## config.mk

```make
export PLATFORM = sky130hd
export DESIGN_NAME = mei_event_irq
export DESIGN_NICKNAME = d
export VERILOG_FILES = /design/src/rtl/mei_pkg.sv /design/src/rtl/mei_reg_if.sv /design/src/rtl/mei_event_irq.sv /design/src/rtl/mei_sticky_bits.sv /design/src/rtl/mei_apb_slave.sv
export SDC_FILE = /design/constraint.sdc
export NUM_CORES = 1
export LEC_CHECK = 0
export ABC_AREA = 1
export BUFFER_PORTS_ARGS = -buffer_cell sky130_fd_sc_hd__clkbuf_2
export CORE_ASPECT_RATIO = 1.2
export CORE_MARGIN = 8
export CORE_UTILIZATION = 43
export CTS_BUF_LIST = sky130_fd_sc_hd__clkbuf_16
export DETAILED_ROUTE_END_ITERATION = 8
export PLACE_DENSITY = 0.84
export SLEW_MARGIN = 20
export SYNTH_ARGS = -nofsm -noshare
export SYNTH_HDL_FRONTEND = slang
export SYNTH_SLANG_ARGS = --single-unit
```

## constraint.sdc

```tcl
create_clock -name sys_clk -period 1.5 [get_ports sys_clk]
set_input_delay 0 -clock sys_clk [delete_from_list [all_inputs] [get_ports sys_clk]]
set_output_delay 0 -clock sys_clk [all_outputs]
set_load 0.02 [all_outputs]
```

## src/rtl/mei_pkg.sv

```systemverilog
`default_nettype none
// ==========================================================
// shared constants of the event interrupt block
package mei_pkg;
  // number of monitored phy slots and user access slots
  localparam int MEI_NUM_SRC = 2;
  localparam int MEI_ADDR_W = 12;
  localparam int MEI_DATA_W = 32;
  // register byte offsets
  localparam logic [11:0] MEI_OFF_LINK_RAW = 12'h000;
  localparam logic [11:0] MEI_OFF_LINK_MASKED = 12'h004;
  localparam logic [11:0] MEI_OFF_CMD_RAW = 12'h008;
  localparam logic [11:0] MEI_OFF_CMD_MASKED = 12'h00C;
  localparam logic [11:0] MEI_OFF_EN_SET = 12'h010;
  localparam logic [11:0] MEI_OFF_EN_CLEAR = 12'h014;
  localparam logic [11:0] MEI_OFF_LINK_EN = 12'h018;
  localparam logic [11:0] MEI_OFF_ACCESS_GO = 12'h01C;
  // field position and reset value of every implemented field
  localparam int MEI_FIELD_LSB = 0;
  localparam logic [1:0] MEI_RESET_BITS = 2'h0;
  localparam logic [29:0] MEI_RSVD_READ = 30'h0;
  localparam logic [31:0] MEI_UNMAPPED_READ = 32'h0;
endpackage
`default_nettype wire

```

## src/rtl/mei_reg_if.sv

```systemverilog
`timescale 1ns/1ps
`default_nettype none
// ==========================================================
// register request carrier between bus slave and register bank
interface mei_reg_if;
  logic wr_stb;
  logic [11:0] addr;
  logic [1:0] wdata;
  logic [1:0] rdata;
  logic hit;
  modport bus (output wr_stb, output addr, output wdata, input rdata, input hit);
  modport regs (input wr_stb, input addr, input wdata, output rdata, output hit);
endinterface
`default_nettype wire

```

## src/rtl/mei_event_irq.sv

```systemverilog
`timescale 1ns/1ps
`default_nettype none
module mei_event_irq
  import mei_pkg::*;
#(
  parameter int NUM_SRC = MEI_NUM_SRC
)
(
  input wire logic sys_clk,
  input wire logic rst,
  input wire logic psel,
  input wire logic penable,
  input wire logic pwrite,
  input wire logic [11:0] paddr,
  input wire logic [31:0] pwdata,
  output logic [31:0] prdata,
  output logic pready,
  output logic pslverr,
  input wire logic [1:0] link_change_evt,
  input wire logic [1:0] access_complete,
  output logic [1:0] access_go,
  output logic link_irq,
  output logic cmd_irq
);
  // ==========================================================
  // declarations
  mei_reg_if rif ();
  logic [1:0] link_raw_q;
  logic [1:0] link_masked_q;
  logic [1:0] cmd_raw_q;
  logic [1:0] cmd_masked_q;
  logic [1:0] link_en_q;
  logic [1:0] link_en_d;
  logic [1:0] cmd_en_q;
  logic [1:0] cmd_en_d;
  logic [1:0] go_q;
  logic [1:0] go_d;
  logic link_irq_q;
  logic link_irq_d;
  logic cmd_irq_q;
  logic cmd_irq_d;
  logic [1:0] cmd_done;
  logic [1:0] link_set_masked;
  logic [1:0] cmd_set_masked;
  logic [1:0] wr_link_raw;
  logic [1:0] wr_link_masked;
  logic [1:0] wr_cmd_raw;
  logic [1:0] wr_cmd_masked;
  logic [1:0] wr_en_set;
  logic [1:0] wr_en_clear;
  logic [1:0] wr_go;
  logic wr_link_en;

  // ==========================================================
  // address decode helpers
  // one compare shared by write decode, read mux and checks
  function automatic logic addr_is(input logic [11:0] addr, input logic [11:0] off);
    addr_is = (addr == off);
  endfunction

  function automatic logic [1:0] wr_bits(input logic stb, input logic [11:0] addr,
                                         input logic [11:0] off, input logic [1:0] data);
    wr_bits = (stb && addr_is(addr, off)) ? data : 2'h0;
  endfunction

  // ==========================================================
  // bus slave
  mei_apb_slave u_apb (
    .sys_clk(sys_clk),
    .rst(rst),
    .psel(psel),
    .penable(penable),
    .pwrite(pwrite),
    .paddr(paddr),
    .pwdata(pwdata),
    .prdata(prdata),
    .pready(pready),
    .pslverr(pslverr),
    .rif(rif.bus)
  );

  // ==========================================================
  // write decode, only the low two data bits are kept
  assign wr_link_raw = wr_bits(rif.wr_stb, rif.addr, MEI_OFF_LINK_RAW, rif.wdata);
  assign wr_link_masked = wr_bits(rif.wr_stb, rif.addr, MEI_OFF_LINK_MASKED, rif.wdata);
  assign wr_cmd_raw = wr_bits(rif.wr_stb, rif.addr, MEI_OFF_CMD_RAW, rif.wdata);
  assign wr_cmd_masked = wr_bits(rif.wr_stb, rif.addr, MEI_OFF_CMD_MASKED, rif.wdata);
  assign wr_en_set = wr_bits(rif.wr_stb, rif.addr, MEI_OFF_EN_SET, rif.wdata);
  assign wr_en_clear = wr_bits(rif.wr_stb, rif.addr, MEI_OFF_EN_CLEAR, rif.wdata);
  assign wr_go = wr_bits(rif.wr_stb, rif.addr, MEI_OFF_ACCESS_GO, rif.wdata);
  assign wr_link_en = rif.wr_stb && addr_is(rif.addr, MEI_OFF_LINK_EN);

  // read mux, reserved bits are padded in the bus slave
  always_comb
  begin
    rif.hit = 1'b1;
    rif.rdata = MEI_RESET_BITS;
    if (addr_is(rif.addr, MEI_OFF_LINK_RAW))
      rif.rdata = link_raw_q;
    else if (addr_is(rif.addr, MEI_OFF_LINK_MASKED))
      rif.rdata = link_masked_q;
    else if (addr_is(rif.addr, MEI_OFF_CMD_RAW))
      rif.rdata = cmd_raw_q;
    else if (addr_is(rif.addr, MEI_OFF_CMD_MASKED))
      rif.rdata = cmd_masked_q;
    else if (addr_is(rif.addr, MEI_OFF_EN_SET) || addr_is(rif.addr, MEI_OFF_EN_CLEAR))
      rif.rdata = cmd_en_q;
    else if (addr_is(rif.addr, MEI_OFF_LINK_EN))
      rif.rdata = link_en_q;
    else if (addr_is(rif.addr, MEI_OFF_ACCESS_GO))
      rif.rdata = go_q;
    else
      rif.hit = 1'b0;
  end

  // ==========================================================
  // event qualification
  // completions only count while the request bit is still up
  assign cmd_done = access_complete & go_q;
  assign link_set_masked = link_change_evt & link_en_q;
  assign cmd_set_masked = cmd_done & cmd_en_q;

  // ==========================================================
  // sticky status banks, set wins over a clearing write
  mei_sticky_bits #(.WIDTH(2)) u_link_raw (
    .sys_clk(sys_clk),
    .rst(rst),
    .set_bits(link_change_evt),
    .clr_bits(wr_link_raw),
    .q(link_raw_q)
  );

  mei_sticky_bits #(.WIDTH(2)) u_link_masked (
    .sys_clk(sys_clk),
    .rst(rst),
    .set_bits(link_set_masked),
    .clr_bits(wr_link_masked),
    .q(link_masked_q)
  );

  mei_sticky_bits #(.WIDTH(2)) u_cmd_raw (
    .sys_clk(sys_clk),
    .rst(rst),
    .set_bits(cmd_done),
    .clr_bits(wr_cmd_raw),
    .q(cmd_raw_q)
  );

  mei_sticky_bits #(.WIDTH(2)) u_cmd_masked (
    .sys_clk(sys_clk),
    .rst(rst),
    .set_bits(cmd_set_masked),
    .clr_bits(wr_cmd_masked),
    .q(cmd_masked_q)
  );

  // ==========================================================
  // control registers: enables, request bits, interrupt lines
  always_comb
  begin
    link_en_d = wr_link_en ? rif.wdata : link_en_q;
    cmd_en_d = (cmd_en_q | wr_en_set) & ~wr_en_clear;
    // a busy request bit ignores new writes, so a pending access is not restarted
    go_d = (go_q & ~cmd_done) | (wr_go & ~go_q);
    link_irq_d = |link_masked_q;
    cmd_irq_d = |cmd_masked_q;
  end

  always_ff @(posedge sys_clk or posedge rst)
  begin
    if (rst)
    begin
      link_en_q <= MEI_RESET_BITS;
      cmd_en_q <= MEI_RESET_BITS;
      go_q <= MEI_RESET_BITS;
      link_irq_q <= 1'b0;
      cmd_irq_q <= 1'b0;
    end
    else
    begin
      link_en_q <= link_en_d;
      cmd_en_q <= cmd_en_d;
      go_q <= go_d;
      link_irq_q <= link_irq_d;
      cmd_irq_q <= cmd_irq_d;
    end
  end

  assign access_go = go_q;
  assign link_irq = link_irq_q;
  assign cmd_irq = cmd_irq_q;

  // ==========================================================
  // checks on link change events
  a_link_masked_cause: assert property (@(posedge sys_clk) disable iff (rst)
    $rose(link_masked_q[0]) |-> $past(link_change_evt[0]) && $past(link_en_q[0]))
    else $error("masked link bit 0 rose without enabled event");

  a_link_slot_map: assert property (@(posedge sys_clk) disable iff (rst)
    link_change_evt == 2'h2 |=> link_raw_q[1] && (link_raw_q[0] == $past(link_raw_q[0])
      || $past(wr_link_raw[0])))
    else $error("link event on slot 1 disturbed slot 0");

  a_link_w1c: assert property (@(posedge sys_clk) disable iff (rst)
    wr_link_masked[1] && !link_set_masked[1] |=> !link_masked_q[1])
    else $error("masked link bit 1 not cleared by write of one");

  a_link_hold: assert property (@(posedge sys_clk) disable iff (rst)
    link_masked_q[0] && !wr_link_masked[0] |=> link_masked_q[0])
    else $error("masked link bit 0 lost without a clearing write");

  // ==========================================================
  // checks on command completion
  a_done_sets_raw: assert property (@(posedge sys_clk) disable iff (rst)
    go_q[0] && access_complete[0] |=> cmd_raw_q[0] && !go_q[0])
    else $error("completion did not set raw bit and drop request");

  a_raw_w1c: assert property (@(posedge sys_clk) disable iff (rst)
    wr_cmd_raw[1] && !cmd_done[1] |=> !cmd_raw_q[1])
    else $error("raw done bit 1 not cleared");

  a_set_beats_clear: assert property (@(posedge sys_clk) disable iff (rst)
    cmd_done[0] && wr_cmd_raw[0] |=> cmd_raw_q[0])
    else $error("event lost against a clearing write");

  a_masked_needs_en: assert property (@(posedge sys_clk) disable iff (rst)
    $rose(cmd_masked_q[1]) |-> $past(cmd_en_q[1]) && $past(cmd_done[1]))
    else $error("masked done bit rose while disabled");

  a_masked_w1c: assert property (@(posedge sys_clk) disable iff (rst)
    wr_cmd_masked[0] && !cmd_set_masked[0] |=> !cmd_masked_q[0])
    else $error("masked done bit 0 not cleared");

  // ==========================================================
  // checks on enable registers and request bits
  a_en_set: assert property (@(posedge sys_clk) disable iff (rst)
    wr_en_set == 2'h3 |=> cmd_en_q == 2'h3)
    else $error("enable set did not enable both slots");

  a_en_set_zero: assert property (@(posedge sys_clk) disable iff (rst)
    rif.wr_stb && addr_is(rif.addr, MEI_OFF_EN_SET) && rif.wdata == 2'h0
      |=> $stable(cmd_en_q))
    else $error("writing zero to enable set changed enables");

  a_en_clear: assert property (@(posedge sys_clk) disable iff (rst)
    wr_en_clear[1] |=> !cmd_en_q[1])
    else $error("enable clear left slot 1 enabled");

  a_go_holds: assert property (@(posedge sys_clk) disable iff (rst)
    go_q[1] && !access_complete[1] |=> go_q[1])
    else $error("request bit dropped before completion");

  a_rsvd_zero: assert property (@(posedge sys_clk) disable iff (rst)
    pready && !pslverr |-> prdata[31:2] == 30'h0)
    else $error("reserved read bits not zero");

  a_irq_or: assert property (@(posedge sys_clk) disable iff (rst)
    ##1 link_irq == $past(|link_masked_q) && cmd_irq == $past(|cmd_masked_q))
    else $error("interrupt line differs from or of masked bits");

  // ==========================================================
  // checks on slot mapping, suppression and the bus answer
  a_link_slot1_raw: assert property (@(posedge sys_clk) disable iff (rst)
    link_change_evt[1] |=> link_raw_q[1])
    else $error("link event on slot 1 did not set raw bit 1");

  a_link_en_gate: assert property (@(posedge sys_clk) disable iff (rst)
    !link_en_q[1] |=> !$rose(link_masked_q[1]))
    else $error("masked link bit 1 rose while its enable was off");

  a_disabled_quiet: assert property (@(posedge sys_clk) disable iff (rst)
    !cmd_en_q[0] |=> !$rose(cmd_masked_q[0]))
    else $error("masked done bit 0 rose while disabled");

  a_done_needs_go: assert property (@(posedge sys_clk) disable iff (rst)
    !go_q[1] |=> !$rose(cmd_raw_q[1]))
    else $error("raw done bit 1 rose without a pending request");

  a_go_self_clear: assert property (@(posedge sys_clk) disable iff (rst)
    go_q[1] && access_complete[1] |=> !go_q[1])
    else $error("request bit 1 did not clear on completion");

  a_irq_holds: assert property (@(posedge sys_clk) disable iff (rst)
    cmd_masked_q != 2'h0 |=> cmd_irq)
    else $error("completion interrupt dropped while a masked bit pends");

  a_unmapped_zero: assert property (@(posedge sys_clk) disable iff (rst)
    pready && pslverr |-> prdata == 32'h0)
    else $error("unmapped read returned nonzero data");
endmodule
`default_nettype wire

```

## src/rtl/mei_sticky_bits.sv

```systemverilog
`timescale 1ns/1ps
`default_nettype none
// ==========================================================
// sticky event bits, hardware set wins over software clear
module mei_sticky_bits
  import mei_pkg::*;
#(
  parameter int WIDTH = 2
)
(
  input wire logic sys_clk,
  input wire logic rst,
  input wire logic [WIDTH-1:0] set_bits,
  input wire logic [WIDTH-1:0] clr_bits,
  output logic [WIDTH-1:0] q
);
  logic [WIDTH-1:0] bits_q;
  logic [WIDTH-1:0] bits_d;

  // next value: keep, drop cleared, then add new events
  always_comb
  begin
    bits_d = (bits_q & ~clr_bits) | set_bits;
  end

  // state register
  always_ff @(posedge sys_clk or posedge rst)
  begin
    if (rst)
    begin
      bits_q <= '0;
    end
    else
    begin
      bits_q <= bits_d;
    end
  end

  assign q = bits_q;
endmodule
`default_nettype wire

```

## src/rtl/mei_apb_slave.sv

```systemverilog
`timescale 1ns/1ps
`default_nettype none
// ==========================================================
// apb slave with one wait state, registered answer
module mei_apb_slave
  import mei_pkg::*;
(
  input wire logic sys_clk,
  input wire logic rst,
  input wire logic psel,
  input wire logic penable,
  input wire logic pwrite,
  input wire logic [11:0] paddr,
  input wire logic [31:0] pwdata,
  output logic [31:0] prdata,
  output logic pready,
  output logic pslverr,
  mei_reg_if.bus rif
);
  logic pready_q;
  logic pready_d;
  logic pslverr_q;
  logic pslverr_d;
  logic [31:0] prdata_q;
  logic [31:0] prdata_d;
  logic access;

  // request toward the register bank, write only at the ready edge
  assign access = psel & penable;
  assign rif.addr = paddr;
  assign rif.wdata = pwdata[1:0];
  assign rif.wr_stb = access & pready_q & pwrite & rif.hit;

  // answer is prepared in the first access cycle
  always_comb
  begin
    pready_d = access & ~pready_q;
    pslverr_d = access & ~pready_q & ~rif.hit;
    prdata_d = prdata_q;
    if (access & ~pready_q)
    begin
      prdata_d = rif.hit ? {MEI_RSVD_READ, rif.rdata} : MEI_UNMAPPED_READ;
    end
  end

  // answer registers
  always_ff @(posedge sys_clk or posedge rst)
  begin
    if (rst)
    begin
      pready_q <= 1'b0;
      pslverr_q <= 1'b0;
      prdata_q <= 32'h0;
    end
    else
    begin
      pready_q <= pready_d;
      pslverr_q <= pslverr_d;
      prdata_q <= prdata_d;
    end
  end

  assign pready = pready_q;
  assign pslverr = pslverr_q;
  assign prdata = prdata_q;
endmodule
`default_nettype wire

```

==> impl_results.md <==
- Max Cap Viol: 0
- Worst Hold Path Cells: 3
- Largest family of logic cells by synthesized area: simple AND/OR/NAND/NOR gates
- Layout area overhead: 17.2%
- H-Tree Depth: 1
- Mapped Area: 1440 um^2
- Most frequent cells in the layout: nand2_1, conb_1, clkbuf_2
- Worst reg-to-reg setup slack: 0.22 ns
- Detailed Routing Iterations Pass 1: 4
- Met3 WL post-DR: 297 um
- Post-Synth XOR/XNOR Area: 0%
- Seq/Total Area, Yosys: 34.9%
- Top Layer Used: met4
- Core Footprint: 3280 um^2
- Final Wtd Congestion: 0.881
- Largest net degree at the start of global routing: 21
- CTS tree: done
- Post-synthesis mux area share: 0%
- PortBufs: 30
- Clk_lat worst skew: 0.25 ns
- Minimum clock period: 1.28 ns
- Initial DRC Count: 46
- DRC Markers: 0
- Delay-heaviest family, CP: simple AND/OR/NAND/NOR gates
- Clock root buffer: clkbuf_16
- Most common cell after layout, fill and taps aside: nand2_1
- Worst Path Max Fanout: 11
- Worst vdd ir: 0.000555 V
- Via density: 4.48
- Synth unique cells: 23
- Metal2 WL: 1530 um
- Slowest-stage cell, CP: dfrtp_1
- WL met1: 1210 um
- Gr ovfl total: 0
- Max-slew violations: 0
- Crit path required time: 1.68 ns
- Fin nets: 287
- Synth Area in Simple Gates: 31.0%
- Cell Chain, Critical Path: nand2_1, nor2_1, nand2_2, nor2_1, nand2_1, a21oi_1
- Critical path buffers and inverters: 0
- Hold WC Path Type: primary input to flop
- Final setup viols: 0
- Die height: 79.3 um
- Layout cells sized above 1: 22.3%
- Clock Sinks: 20
- Crit start category: flop
- Syn. warnings: 0
- Outcome: finished, final reports clean
- R2r endpoint: cmd_en_q[0]$_DFF_PP0_
- Post-DP HPWL: 2510 um
- Avg Inst Size Synth: 7.44 um^2
- Pwr Density: 874 nW/um^2
- Hold slack final: 0.00477 ns
- Skew final: 0.00105 ns
- Via count: 1209
- Row cnt: 23
- RSZ-0062 raised after global routing: false
- Static leakage: 0.909 nW
- Clock Tree Buf Depth: 2
- Post-Synth Adder-Cell Area: 0%
- Min-delay src: penable
- Initial antenna violation count: 0
- Chip Width: 68.7 um
- Clock Pin Slew Worst Setup and Hold Paths: 0.06 ns
- FF-to-FF path depth: 6
- Die area: 5450 um^2
- Post-synthesis cell count: 193
- Worst Hold End: u_apb.pready$_DFF_PP0_
- Post-synthesis compound-gate area fraction: 10.0%
- Initial Utilization: 43.7%
- DR WL/cell: 11.5 um
- Achievable frequency: 781 MHz
- Setup TNS: 0 ns
- Post-Route WL: 3110 um
- Yosys reg bits: 20
- Worst path arrival time: 1.46 ns
- Antenna Nets Post-Route: 0
- Crit path largest cell delay: 0.35 ns
- R2R Path Start: u_apb.pready$_DFF_PP0_
- I/O pins: 91
- Kind of critical path: flop to flop
- Antenna Cells: 0
- Total GRT Usage: 11.5%
- First-pass GRT wire length: 4960 um
- CP Capture Type: flop
- Number of global-route vias before repair: 1253
- Final period util: 85.4%
- Setup Fix Bufs, Post-CTS: 0
- Hold Fails Final Rpt: 0
- CTS buffer count: 3
worst register-to-register path, stage by stage (launching register included):
cell	delay (ns)
dfrtp_1	0.35
nand2_1	0.05
nor2_1	0.15
nand2_2	0.24
nor2_1	0.21
nand2_1	0.07
a21oi_1	0.13
stage by stage:
step | cells | setup WS [ns] | util (%) | power [mW] | cell area, um^2
3_3_place_gp | 261 | 0.192 | 46.5 | 0.730 | 1530
2_1_floorplan | 222 | 0.295 | - | 0.741 | 1540
3_5_place_dp | 261 | 0.142 | 46.5 | 0.733 | 1530
4_1_cts | 270 | 0.198 | 51.3 | 1.48 | 1680
5_1_grt | 270 | 0.0770 | 51.3 | 1.52 | 1680
6_report | 270 | 0.219 | 51.3 | 1.47 | 1680
what timing repair did:
item / 4_1_cts / 5_1_grt
resized for setup: 0 / 0
endpoints found under the hold margin: 26 / 0
hold buffers: 5 / 0
Yosys cell counts (all sizes together):
master | number | area share (%)
o211a | 1 | 0.70
inv | 28 | 7.3
nand2 | 48 | 13
o2111ai | 1 | 0.61
dfrtp | 20 | 35
o21a | 1 | 0.52
nand3 | 13 | 4.5
nand4 | 1 | 0.44
nor2 | 24 | 10
a21oi | 2 | 0.70
nor3 | 6 | 2.1
o31ai | 2 | 3.0
o22ai | 4 | 1.7
or2 | 2 | 0.87
conb | 1 | 0.26
buf | 31 | 16
o21ai | 8 | 2.8
flip-flops by register name (all words and copies together), names as in the netlist:
signal           cells
access_go            2
cmd_en_q             2
cmd_irq              1
link_en_q            2
link_irq             1
u_apb.prdata         2
u_apb.pready         1
u_apb.pslverr        1
u_cmd_masked.q       2
u_cmd_raw.q          2
u_link_masked.q      2
u_link_raw.q         2
final cells by class:
class                           count  area, um^2
Fill cell                         305        1600
Multi-Input combinational cell    143         702
Sequential cell                    20         500
Timing Repair Buffer               38         223
Inverter                           28         105
Clock buffer                        3        75.1
Tap cell                           37        46.3
Clock inverter                      1        30.0
how the worst max path moves through the flow:
stage / start / end / slack [ns] / depth (start not counted)
2_1_floorplan: u_apb.pready$_DFF_PP0_ / u_link_raw.q[0]$_DFF_PP0_ / 0.29 / 6
3_3_place_gp: paddr[9] / cmd_en_q[0]$_DFF_PP0_ / 0.19 / 10
3_5_place_dp: paddr[7] / cmd_en_q[0]$_DFF_PP0_ / 0.14 / 10
4_1_cts: u_apb.pready$_DFF_PP0_ / cmd_en_q[0]$_DFF_PP0_ / 0.20 / 6
5_1_grt: u_apb.pready$_DFF_PP0_ / cmd_en_q[0]$_DFF_PP0_ / 0.08 / 6
6_report: u_apb.pready$_DFF_PP0_ / cmd_en_q[0]$_DFF_PP0_ / 0.22 / 6
power breakdown:
part | total [mW] | internal [mW] | leakage, nW | switching [mW]
registers | 0.552 | 0.548 | 0.232 | 0.00368
clock network | 0.735 | 0.530 | 0.0511 | 0.205
logic | 0.184 | 0.0481 | 0.626 | 0.135
routing by layer:
metal,global-route usage [%],vias to the layer above
met5,0,-
met4,6.24,0
met3,2.81,9
met2,19.5,50
met1,12.6,532
li1,-,618
logic make-up after synthesis:
logic type,Yosys count
and+or+nand+nor,94
DFF,20
AOI/OAI and AO/OA,19
buffers and inverters,59
other,1
Power figures use the tool's default switching activity.
